$ cat src/rpcc_pkg.sv
// constants and shared decode for the payload, match and core clock registers
package rpcc_pkg;

  // ----------------------------------------------------------------
  // register offsets (byte addresses, one word each)
  // ----------------------------------------------------------------
  localparam logic [7:0] OFF_RX_LEN = 8'h00;
  localparam logic [7:0] OFF_TX_LEN = 8'h04;
  localparam logic [7:0] OFF_MATCH  = 8'h08;
  localparam logic [7:0] OFF_CLKCFG = 8'h0c;
  localparam logic [7:0] OFF_WIDTH  = 8'h10;
  localparam logic [7:0] OFF_STATUS = 8'h14;

  // ----------------------------------------------------------------
  // field positions
  // ----------------------------------------------------------------
  localparam int CLKCFG_RATE_LSB = 0;
  localparam int CLKCFG_SRC_BIT  = 2;
  localparam int STAT_RX_OK_BIT  = 0;
  localparam int STAT_TX_OK_BIT  = 1;
  localparam int STAT_WIDTH_BIT  = 2;
  localparam int STAT_MASK_LSB   = 4;

  // ----------------------------------------------------------------
  // reset values and limits
  // ----------------------------------------------------------------
  localparam logic [5:0]  PLEN_RESET  = 6'h20;
  localparam logic [5:0]  PLEN_MAX    = 6'h20;
  localparam logic [31:0] MATCH_RESET = 32'he7e7e7e7;
  localparam logic [1:0]  RATE_RESET  = 2'h0;
  localparam logic        SRC_RESET   = 1'b0;
  localparam logic [2:0]  WIDTH_1B    = 3'h1;
  localparam logic [2:0]  WIDTH_4B    = 3'h4;
  localparam logic [2:0]  WIDTH_RESET = 3'h4;
  localparam logic [3:0]  MASK_RESET  = 4'hf;

  // ----------------------------------------------------------------
  // core clock rates and derived divide counts
  // ----------------------------------------------------------------
  localparam int CLK_KHZ     = 200000;
  localparam int RATE_4M_KHZ = 4000;
  localparam int RATE_2M_KHZ = 2000;
  localparam int RATE_1M_KHZ = 1000;
  localparam int RATE_500K_KHZ = 500;
  localparam logic [8:0] DIV_4M   = 9'(CLK_KHZ / RATE_4M_KHZ);
  localparam logic [8:0] DIV_2M   = 9'(CLK_KHZ / RATE_2M_KHZ);
  localparam logic [8:0] DIV_1M   = 9'(CLK_KHZ / RATE_1M_KHZ);
  localparam logic [8:0] DIV_500K = 9'(CLK_KHZ / RATE_500K_KHZ);

  typedef enum logic [1:0] {
    BUS_IDLE   = 2'b01,
    BUS_ACCESS = 2'b10
  } rpcc_bus_st_t;

  // bytes of the own match word taken part in comparison, low byte first
  function automatic logic [3:0] match_mask(input logic [2:0] width);
    case (width)
      3'h1:    match_mask = 4'h1;
      3'h2:    match_mask = 4'h3;
      3'h3:    match_mask = 4'h7;
      3'h4:    match_mask = 4'hf;
      default: match_mask = 4'h0;
    endcase
  endfunction : match_mask

endpackage : rpcc_pkg

$ cat src/rpcc_addr_match.sv
// incoming packet address compare against the own match word
`timescale 1ns/10ps
`default_nettype none
module rpcc_addr_match (
  // clock and reset
  input  wire logic        clk,
  input  wire logic        rst_n,
  // configuration
  input  wire logic [31:0] own,
  input  wire logic [2:0]  width,
  input  wire logic        len_ok,
  // packet address
  input  wire logic [31:0] pkt_addr,
  input  wire logic        pkt_valid,
  // result pulses
  output logic             hit,
  output logic             miss
);

  typedef struct packed {
    logic hit;
    logic miss;
  } rpcc_match_state_t;

  rpcc_match_state_t st;
  rpcc_match_state_t next_st;

  always_comb
  begin
    logic [3:0] mask;
    logic       same;
    mask = rpcc_pkg::match_mask(width);
    same = 1'b1;
    for (int b = 0; b < 4; b++)
      if (mask[b] && (own[8*b +: 8] != pkt_addr[8*b +: 8]))
        same = 1'b0;
    // an empty mask or bad length never accepts
    next_st.hit  = pkt_valid && same && (mask != 4'h0) && len_ok;
    next_st.miss = pkt_valid && !next_st.hit;
  end

  always_ff @(posedge clk or negedge rst_n)
  begin
    if (!rst_n)
      st <= '0;
    else
      st <= next_st;
  end

  assign hit  = st.hit;
  assign miss = st.miss;

endmodule : rpcc_addr_match
`default_nettype wire

$ cat src/rpcc_clk_div.sv
// core clock tick generator from the rate and source selects
`timescale 1ns/10ps
`default_nettype none
module rpcc_clk_div (
  // clock and reset
  input  wire logic       clk,
  input  wire logic       rst_n,
  // selects
  input  wire logic [1:0] rate,
  input  wire logic       source,
  // tick
  output logic            tick
);

  typedef struct packed {
    logic [8:0] cnt;
    logic       tick;
  } rpcc_div_state_t;

  rpcc_div_state_t st;
  rpcc_div_state_t next_st;

  function automatic logic [8:0] div_of(input logic [1:0] r);
    case (r)
      2'h0:    div_of = rpcc_pkg::DIV_4M;
      2'h1:    div_of = rpcc_pkg::DIV_2M;
      2'h2:    div_of = rpcc_pkg::DIV_1M;
      default: div_of = rpcc_pkg::DIV_500K;
    endcase
  endfunction : div_of

  always_comb
  begin
    next_st = st;
    if (source)
    begin
      // direct source: tick every cycle
      next_st.cnt  = 9'h000;
      next_st.tick = 1'b1;
    end
    else if (st.cnt >= div_of(rate) - 9'h001)
    begin
      // >= so a rate change to a faster setting restarts at once
      next_st.cnt  = 9'h000;
      next_st.tick = 1'b1;
    end
    else
    begin
      next_st.cnt  = st.cnt + 9'h001;
      next_st.tick = 1'b0;
    end
  end

  always_ff @(posedge clk or negedge rst_n)
  begin
    if (!rst_n)
      st <= '0;
    else
      st <= next_st;
  end

  assign tick = st.tick;

endmodule : rpcc_clk_div
`default_nettype wire

$ cat src/rpcc_top.sv
// payload length, own match and core clock configuration bank on APB
//
// Contract
// - The receive payload length is a binary byte count, 1 to 32.
// - The transmit payload length is a binary byte count, 1 to 32.
// - The transmit payload length resets to 32 bytes.
// - The own match word resets to e7e7e7e7 and only selected bytes are compared.
// - The core clock rate code 0,1,2,3 gives 4 MHz, 2 MHz, 1 MHz, 500 kHz.
// - The core clock rate resets to code 0, 4 MHz.
// - The core clock source select is one bit that resets to 0.
// - With source 0 the processor runs at the selected rate.
// - The receive payload length resets to 32 bytes.
// - Match width code 1 means one byte and code 4 means four bytes.
`timescale 1ns/10ps
`default_nettype none
module rpcc_top (
  // clock and reset
  input  wire logic        CLK,
  input  wire logic        RST_N,
  // apb slave
  input  wire logic        PSEL,
  input  wire logic        PENABLE,
  input  wire logic        PWRITE,
  input  wire logic [7:0]  PADDR,
  input  wire logic [31:0] PWDATA,
  output logic             PREADY,
  output logic [31:0]      PRDATA,
  output logic             PSLVERR,
  // packet shape
  output logic [5:0]       RX_PAYLOAD_LENGTH,
  output logic [5:0]       TX_PAYLOAD_LENGTH,
  output logic             RX_LEN_VALID,
  output logic             TX_LEN_VALID,
  // own match
  output logic [31:0]      OWN_RECEIVE_MATCH,
  output logic [3:0]       MATCH_BYTE_EN,
  input  wire logic [31:0] PKT_ADDR,
  input  wire logic        PKT_ADDR_VALID,
  output logic             PKT_ADDR_HIT,
  output logic             PKT_ADDR_MISS,
  // core clock
  output logic [1:0]       CORE_CLOCK_RATE,
  output logic             CORE_CLOCK_SOURCE,
  output logic             CORE_CLK_TICK
);

  // ----------------------------------------------------------------
  // state
  // ----------------------------------------------------------------
  typedef struct packed {
    rpcc_pkg::rpcc_bus_st_t bus;
    logic                   ready;
    logic                   slverr;
    logic [31:0]            rdata;
    logic [5:0]             rx_len;
    logic [5:0]             tx_len;
    logic [31:0]            match;
    logic [2:0]             width;
    logic [1:0]             rate;
    logic                   source;
    logic                   rx_ok;
    logic                   tx_ok;
    logic [3:0]             byte_en;
  } rpcc_top_state_t;

  localparam rpcc_top_state_t RESET_STATE = '{
    bus:     rpcc_pkg::BUS_IDLE,
    ready:   1'b0,
    slverr:  1'b0,
    rdata:   32'h0000_0000,
    rx_len:  rpcc_pkg::PLEN_RESET,
    tx_len:  rpcc_pkg::PLEN_RESET,
    match:   rpcc_pkg::MATCH_RESET,
    width:   rpcc_pkg::WIDTH_RESET,
    rate:    rpcc_pkg::RATE_RESET,
    source:  rpcc_pkg::SRC_RESET,
    rx_ok:   1'b1,
    tx_ok:   1'b1,
    byte_en: rpcc_pkg::MASK_RESET
  };

  rpcc_top_state_t st;
  rpcc_top_state_t next_st;

  // ----------------------------------------------------------------
  // decode helpers
  // ----------------------------------------------------------------

  // a byte count of 1..32; 0 and 33..63 are refused
  function automatic logic len_ok(input logic [5:0] len);
    len_ok = (len != 6'h00) && (len <= rpcc_pkg::PLEN_MAX);
  endfunction : len_ok

  function automatic logic mapped(input logic [7:0] addr);
    case (addr)
      rpcc_pkg::OFF_RX_LEN,
      rpcc_pkg::OFF_TX_LEN,
      rpcc_pkg::OFF_MATCH,
      rpcc_pkg::OFF_CLKCFG,
      rpcc_pkg::OFF_WIDTH,
      rpcc_pkg::OFF_STATUS: mapped = 1'b1;
      default:              mapped = 1'b0;
    endcase
  endfunction : mapped

  // ----------------------------------------------------------------
  // read mux
  // ----------------------------------------------------------------
  logic [31:0] rd_word;

  always_comb
  begin
    rd_word = 32'h0000_0000;
    case (PADDR)
      rpcc_pkg::OFF_RX_LEN:
        rd_word[5:0] = st.rx_len;
      rpcc_pkg::OFF_TX_LEN:
        rd_word[5:0] = st.tx_len;
      rpcc_pkg::OFF_MATCH:
        rd_word = st.match;
      rpcc_pkg::OFF_CLKCFG:
      begin
        rd_word[rpcc_pkg::CLKCFG_RATE_LSB +: 2] = st.rate;
        rd_word[rpcc_pkg::CLKCFG_SRC_BIT]       = st.source;
      end
      rpcc_pkg::OFF_WIDTH:
        rd_word[2:0] = st.width;
      rpcc_pkg::OFF_STATUS:
      begin
        rd_word[rpcc_pkg::STAT_RX_OK_BIT]      = st.rx_ok;
        rd_word[rpcc_pkg::STAT_TX_OK_BIT]      = st.tx_ok;
        rd_word[rpcc_pkg::STAT_WIDTH_BIT]      = (st.byte_en != 4'h0);
        rd_word[rpcc_pkg::STAT_MASK_LSB +: 4]  = st.byte_en;
      end
      default:
        rd_word = 32'h0000_0000;
    endcase
  end

  // ----------------------------------------------------------------
  // bus and register update
  // ----------------------------------------------------------------
  always_comb
  begin
    logic wr_en;
    wr_en   = 1'b0;
    next_st = st;
    case (st.bus)
      rpcc_pkg::BUS_IDLE:
      begin
        // answer is prepared in the setup cycle: zero wait states
        if (PSEL && !PENABLE)
        begin
          next_st.bus    = rpcc_pkg::BUS_ACCESS;
          next_st.ready  = 1'b1;
          next_st.slverr = !mapped(PADDR);
          next_st.rdata  = PWRITE ? 32'h0000_0000 : rd_word;
        end
      end
      rpcc_pkg::BUS_ACCESS:
      begin
        // write lands only on the completing access edge
        wr_en          = PSEL && PENABLE && st.ready && PWRITE && mapped(PADDR);
        next_st.bus    = rpcc_pkg::BUS_IDLE;
        next_st.ready  = 1'b0;
        next_st.slverr = 1'b0;
        next_st.rdata  = 32'h0000_0000;
      end
      default:
      begin
        next_st.bus    = rpcc_pkg::BUS_IDLE;
        next_st.ready  = 1'b0;
        next_st.slverr = 1'b0;
      end
    endcase

    if (wr_en)
    begin
      case (PADDR)
        rpcc_pkg::OFF_RX_LEN:
          next_st.rx_len = PWDATA[5:0];
        rpcc_pkg::OFF_TX_LEN:
          next_st.tx_len = PWDATA[5:0];
        rpcc_pkg::OFF_MATCH:
          next_st.match = PWDATA;
        rpcc_pkg::OFF_CLKCFG:
        begin
          // processor special register mirror is software's job
          next_st.rate   = PWDATA[rpcc_pkg::CLKCFG_RATE_LSB +: 2];
          next_st.source = PWDATA[rpcc_pkg::CLKCFG_SRC_BIT];
        end
        rpcc_pkg::OFF_WIDTH:
          next_st.width = PWDATA[2:0];
        default:
          next_st.width = st.width;
      endcase
    end

    // flags follow the stored values in the same cycle
    next_st.rx_ok   = len_ok(next_st.rx_len);
    next_st.tx_ok   = len_ok(next_st.tx_len);
    next_st.byte_en = rpcc_pkg::match_mask(next_st.width);
  end

  always_ff @(posedge CLK or negedge RST_N)
  begin
    if (!RST_N)
      st <= RESET_STATE;
    else
      st <= next_st;
  end

  // ----------------------------------------------------------------
  // packet address compare
  // ----------------------------------------------------------------
  rpcc_addr_match u_match (
    .clk       (CLK),
    .rst_n     (RST_N),
    .own       (st.match),
    .width     (st.width),
    .len_ok    (st.rx_ok),
    .pkt_addr  (PKT_ADDR),
    .pkt_valid (PKT_ADDR_VALID),
    .hit       (PKT_ADDR_HIT),
    .miss      (PKT_ADDR_MISS)
  );

  // ----------------------------------------------------------------
  // core clock tick
  // ----------------------------------------------------------------
  rpcc_clk_div u_div (
    .clk    (CLK),
    .rst_n  (RST_N),
    .rate   (st.rate),
    .source (st.source),
    .tick   (CORE_CLK_TICK)
  );

  // ----------------------------------------------------------------
  // outputs
  // ----------------------------------------------------------------
  assign PREADY            = st.ready;
  assign PRDATA            = st.rdata;
  assign PSLVERR           = st.slverr;
  assign RX_PAYLOAD_LENGTH = st.rx_len;
  assign TX_PAYLOAD_LENGTH = st.tx_len;
  assign RX_LEN_VALID      = st.rx_ok;
  assign TX_LEN_VALID      = st.tx_ok;
  assign OWN_RECEIVE_MATCH = st.match;
  assign MATCH_BYTE_EN     = st.byte_en;
  assign CORE_CLOCK_RATE   = st.rate;
  assign CORE_CLOCK_SOURCE = st.source;

endmodule : rpcc_top
`default_nettype wire

$ cat config.mk
export PLATFORM = sky130hd
export DESIGN_NAME = rpcc_top
export DESIGN_NICKNAME = d
export VERILOG_FILES = /design/src/rpcc_pkg.sv /design/src/rpcc_addr_match.sv /design/src/rpcc_clk_div.sv /design/src/rpcc_top.sv
export SDC_FILE = /design/constraint.sdc
export NUM_CORES = 1
export LEC_CHECK = 0
export ABC_CLOCK_PERIOD_IN_PS = 3400
export BUFFER_PORTS_ARGS = -buffer_cell sky130_fd_sc_hd__clkbuf_2
export CORE_AREA = 2 2 105 107
export DETAILED_ROUTE_END_ITERATION = 8
export DIE_AREA = 0 0 107 109
export PLACE_DENSITY = 0.85
export SLEW_MARGIN = 20
export SYNTH_ARGS = -nofsm -noshare
export SYNTH_HDL_FRONTEND = slang
export SYNTH_SLANG_ARGS = --single-unit
$ cat constraint.sdc
create_clock -name CLK -period 3.4 [get_ports CLK]
set_input_delay 0.17 -clock CLK [delete_from_list [all_inputs] [get_ports CLK]]
set_output_delay 0.17 -clock CLK [all_outputs]
set_load 0.02 [all_outputs]
==> run metrics, run 1 <==
Layout Skew 0.01718 ns; Final Net Count 666; startpoint types flop; std cell rows 38; setup bufs post-CTS 0; Fin. Hold Viols 0; DR vias between 3000 and 4000; Worst-path clk slew 0.11 ns; final setup vio count 0; leakage power 3.396 nW; pin count of the biggest net entering global routing 83; Post-CTS Hold Fix Bufs 1; Post-synth EDFFs 0; maximum clock frequency approximately 410 MHz; first-pass GRT wire length 20.13 mm; Synth cell types 50; area delta synth->final 9.932%; I/O Pins between 150 and 200; CTS tree yes; outcome finished, final reports clean; Finished Layout Cells 716; input/output buffers around 170; most common cell in the netlist buf_4; Routed Antenna Nets 0; router iterations before antenna repair 4; die height 109 um; wire per inst 18.05 um; GRT Util Overall 0.2240; Max-Cap Viols 0; DIE WIDTH ~110 um; n_diodes 0; share of cells above drive strength 1 0.4913; initial antenna violation count 0; placed cell count 698; worst slew pin tran 0.6941 ns; Post-route DRC 0; area of the multi-input gates 2474 sq um; asr flop ratio synth 1.000; core area 10600 sq um; Max Slew Vio Count 0; HPWL after DPL slightly below 10 mm; crit end category flop; CTS Sinks 103; Initial Utilization 0.5525; post-layout min period 2.420 ns; pwr/cell area 397.3 nW/um^2; Post-Route WL 12.93 mm; crit path DAT approximately 2.6 ns; Max clock buf depth 2; Layout fillers between 800 and 900; area leader, netlist dfrtp_1; Hold WC Path Type primary input to flop; CP required around 3.6 ns; RSZ-0062 raised after global routing no; Clock Latency Late Sink 0.37 ns; register area 2620 sq um; GRT Residual Overflow 0; flops & latches, synth 103; YS warnings 0; crit share post-route 0.7117; CP max-delay cell o21bai_1; Final GP Congestion 0.8106; most common library cells after synthesis 86 x buf_4, 69 x dfrtp_1, 34 x dfstp_2; top cells by area, synth dfrtp_1 29%, dfstp_2 15%, buf_4 11%, mux2_4 7.7%, xor2_1 4.3%; Syn Area/Cell 12.05 sq um; cts bufs inserted 9; relative slew slack 0.5373; Seq/Total Area, Yosys 0.4472; peak supply drop around 0.25 mV; cells along the critical path inv_1 -> ha_1 -> inv_1 -> ha_1 -> ha_1 -> a21oi_1 -> o21bai_1 -> a211oi_1; Netlist Area Pre-Place 5858 sq um; slowest stage delay, CP 0.55 ns; Max FO, Critical Path 10; initial DRC count 207; clk root buf clkbuf_8; die area 11660 sq um; Post-Synthesis Net Count 581; H-tree lvl count 3; fin worst setup slack 0.9803 ns; Gate Count Post-Synth 486; Setup TNS 0 ns; Top cell by count, worst path ha_1; Setup CP Type flop to flop; area share of the largest cell type after synthesis 0.2947; Top FF cell, synth dfrtp_1; vias in the first global route just under 4000; hold_ws 0.01769 ns; pre-CTS worst setup slack 0.7973 ns; Vias per Instance between 5 and 6; # resized after CTS 0
cells by family after synthesis:
kind of cell    after synthesis  synth area share
compound gates               66           0.08672
fa+ha+maj                    17           0.03631
simple gates                 79           0.08394
xor+xnor                     44           0.06578
mux                          65            0.1489
flops                       103            0.4472
buf+inv                     112            0.1311
cell usage in the layout, fill, tap and decap left out, types with 7 or more instances in the layout:
master	n
a211oi_1	10
a21oi_1	9
a22o_1	26
clkbuf_2	166
clkbuf_8	9
dfrtp_1	69
dfstp_2	34
ha_1	17
inv_1	13
mux2_2	21
mux2_4	30
nand2_1	18
nand3_1	9
nor2_1	11
nor4_1	7
xnor2_1	15
xor2_1	29
sequential cells by signal (all words and copies together), names as in the netlist, 2 cells and up:
name	cells
u_div.st	9
st	5
OWN_RECEIVE_MATCH	32
RX_PAYLOAD_LENGTH	6
CORE_CLOCK_RATE	2
TX_PAYLOAD_LENGTH	6
MATCH_BYTE_EN	4
PRDATA	32
critical path, delay by kind of cell, from the launching register on:
| kind | cells | cell delay [ns] |
|---|---|---|
| compound gates | 3 | 0.79 |
| fa+ha+maj | 3 | 0.78 |
| buf+inv | 2 | 0.21 |
| flops | 1 | 0.49 |
stage by stage:
| stage | power [mW] | utilization | cell area (sq um) |
|---|---|---|---|
| final | 2.559 | 0.6074 | 6440 |
| after global routing | 2.681 | 0.6074 | 6440 |
| after CTS | 2.578 | 0.6055 | 6420 |
| after detailed placement | 1.720 | 0.5834 | 6186 |
| after global placement | 1.701 | 0.5834 | 6186 |
| after floorplan | 1.572 | - | 5858 |
layer usage:
layer / share of wire / vias up / GRT usage
li1: - / 1812 / -
met1: 0.43 / 1917 / 0.2925
met2: 0.51 / 106 / 0.3763
met3: 0.044 / 18 / 0.03048
met4: 0.021 / 0 / 0.09647
met5: 0 / - / 0
power by group:
group	leakage (nW)	internal, mW	switching (mW)
clock network	0.115	0.423	0.435
registers	1.30	1.28	0.0587
logic	1.98	0.162	0.200
total	3.40	1.86	0.694
layout make-up:
class,instances,area share
multi-input cells,271,0.3841
well taps,140,0.02720
clock inverters,7,0.01554
flip-flops and latches,103,0.4068
repair buffers,173,0.1395
inverters,13,0.007577
clock buffers,9,0.01923
worst paths after layout:
check	start	end	slack [ns]	cells past startpoint
max	CORE_CLOCK_RATE[0]$_DFFE_PN0P_	u_div.st[9]$_DFF_PN0_	0.98	8
min	PWDATA[13]	OWN_RECEIVE_MATCH[13]$_DFFE_PN1P_	0.02	2
max reg2reg	CORE_CLOCK_RATE[0]$_DFFE_PN0P_	u_div.st[9]$_DFF_PN0_	0.98	8
min reg2reg	PRDATA[7]$_DFFE_PN0P_	PRDATA[7]$_DFFE_PN0P_	0.50	2
max in group asynchronous	RST_N	OWN_RECEIVE_MATCH[5]$_DFFE_PN1P_	2.31	3
min in group asynchronous	RST_N	PRDATA[23]$_DFFE_PN0P_	0.31	2
No activity file was read; power rests on OpenSTA's default activity.
==> run 2, diff against run 1 <==
Settings changed: ABC_CLOCK_PERIOD_IN_PS 3400 to 2000, CORE_AREA 2 2 105 107 to 2 2 114 116, DIE_AREA 0 0 107 109 to 0 0 116 118, PLACE_DENSITY 0.85 to 0.76.
Clock period 3.4 ns to 2 ns, I/O delays scaled along.
==> run metrics, run 2 (synthesized netlist as in run 1, its figures left out) <==
outcome finished, final reports clean; Fin. Hold Viols 0; DIE WIDTH 116 um; Core Util, Final 0.5821; placed cell area 6455 sq um; HPWL after DPL ~11 mm; Worst-path clk slew 0.07 ns; share of cells above drive strength 1 0.5303; Layout Skew 0.005237 ns; router iterations before antenna repair 4; Reg-to-Reg Start CORE_CLOCK_RATE[0]$_DFFE_PN0P_; Finished Layout Cells 800; pwr/cell area ~690 nW/um^2; Setup CP Type flop to flop; leakage power between 3 and 4 nW; Post-Route WL 14.69 mm; initial antenna violation count 0; crit path DAT 2.17 ns; maximum clock frequency just over 500 MHz; core area 12410 sq um; Max-Cap Viols 0; initial DRC count 228; Max FO, Critical Path 5; n_diodes 0; GRT Residual Overflow 0; H-tree lvl count 3; die height approximately 120 um; Hold WC Path Type primary input to flop; DR vias 4121; post-layout min period 1.960 ns; I/O Pins roughly 170; R2R cell count 8; Final Net Count 718; Post-route DRC 0; crit share post-route 0.9799; relative slew slack 0.6006; CP required approximately 2.2 ns; worst reg2reg setup slack 0.04 ns; Pwr Total 4.995 mW; Critical Path Start CORE_CLOCK_RATE[0]$_DFFE_PN0P_; input/output buffers 167; most frequent cells in the layout 166 x clkbuf_2, 69 x dfrtp_1, 34 x dfstp_2, 30 x mux2_4, 29 x xor2_1; peak supply drop about 0.43 mV; CTS tree yes; Clock Latency Late Sink roughly 0.34 ns; worst slew pin tran 0.5977 ns; Design Area, Final 7227 sq um; area delta synth->final 23.37%; cts bufs inserted 9; CTS Sinks around 100; startpoint types flop; Initial Utilization 0.4719; Routed Antenna Nets 0; die area around 14000 sq um; GRT Util Overall 0.2165; clk root buf clkbuf_16; Max Slew Vio Count 0; final setup vio count 0; Final GP Congestion 0.8745; pre-CTS worst setup slack -0.1514 ns; first-pass GRT wire length approximately 23 mm; vias in the first global route 4316; fin worst setup slack approximately 0.040 ns; wire per inst 18.37 um; placed cell count 755; crit end category flop; std cell rows 41; Vias per Instance a little over 5; Setup TNS 0 ns; pin count of the biggest net entering global routing between 60 and 70; commonest non-fill, non-tap cell in the layout clkbuf_2; RSZ-0062 raised after global routing yes; Max clock buf depth 2; worst reg2reg path endpoint u_div.st[1]$_DFF_PN0_; Setup crit end u_div.st[1]$_DFF_PN0_; hold_ws ~0.010 ns
run 2: critical path: stages, from the launching register on:
cell and delay (ns):
dfrtp_1 0.42, inv_2 0.06, buf_4 0.15, ha_4 0.25
inv_2 0.04, ha_4 0.26, nand4_1 0.24, o21bai_4 0.31
a211oi_2 0.10
run 2: metal layers:
layer  wire (um)  vias to the layer above  GRT usage
met5           0                        -          0
met4         463                        0    0.09449
met3         654                       34    0.03450
met2        7508                      145     0.3648
met1        6066                     2024     0.2719
li1            -                     1918          -
run 2: area by class of cell:
class,instances,area (sq um)
clock buffer,10,239.0
inverter,13,48.80
multi-input combinational,272,2663
clock inverter,6,68.82
sequential,103,2620
tap,172,215.2
timing repair buffer,224,1373
fill,1037,5187
run 2: repair_timing:
item / CTS / global route
endpoints found under the hold margin: 77 / 0
cloned: 0 / 1
pin swaps: 1 / 8
hold buffers: 26 / 0
setup buffers: 0 / 2
resized for setup: 8 / 21
endpoints found under the setup margin: 11 / 23
run 2: power by group:
part | switching, mW | internal [mW] | total, mW
combinational | 0.458 | 0.427 | 0.886
clock | 0.796 | 1.01 | 1.81
sequential | 0.125 | 2.18 | 2.30
run 2: worst min-delay path by stage:
stage	slack, ns	cells past startpoint	start	endpoint
6_report	0.01	2	PWDATA[16]	OWN_RECEIVE_MATCH[16]$_DFFE_PN1P_
5_1_grt	0.0008	2	PWDATA[20]	OWN_RECEIVE_MATCH[20]$_DFFE_PN0P_
4_1_cts	0.0002	2	PWDATA[20]	OWN_RECEIVE_MATCH[20]$_DFFE_PN0P_
3_5_place_dp	-0.004	1	RST_N	RX_PAYLOAD_LENGTH[0]$_DFF_PN0_
3_3_place_gp	-0.005	1	RST_N	RX_PAYLOAD_LENGTH[2]$_DFF_PN0_
2_1_floorplan	-0.20	0	RST_N	CORE_CLOCK_RATE[0]$_DFFE_PN0P_
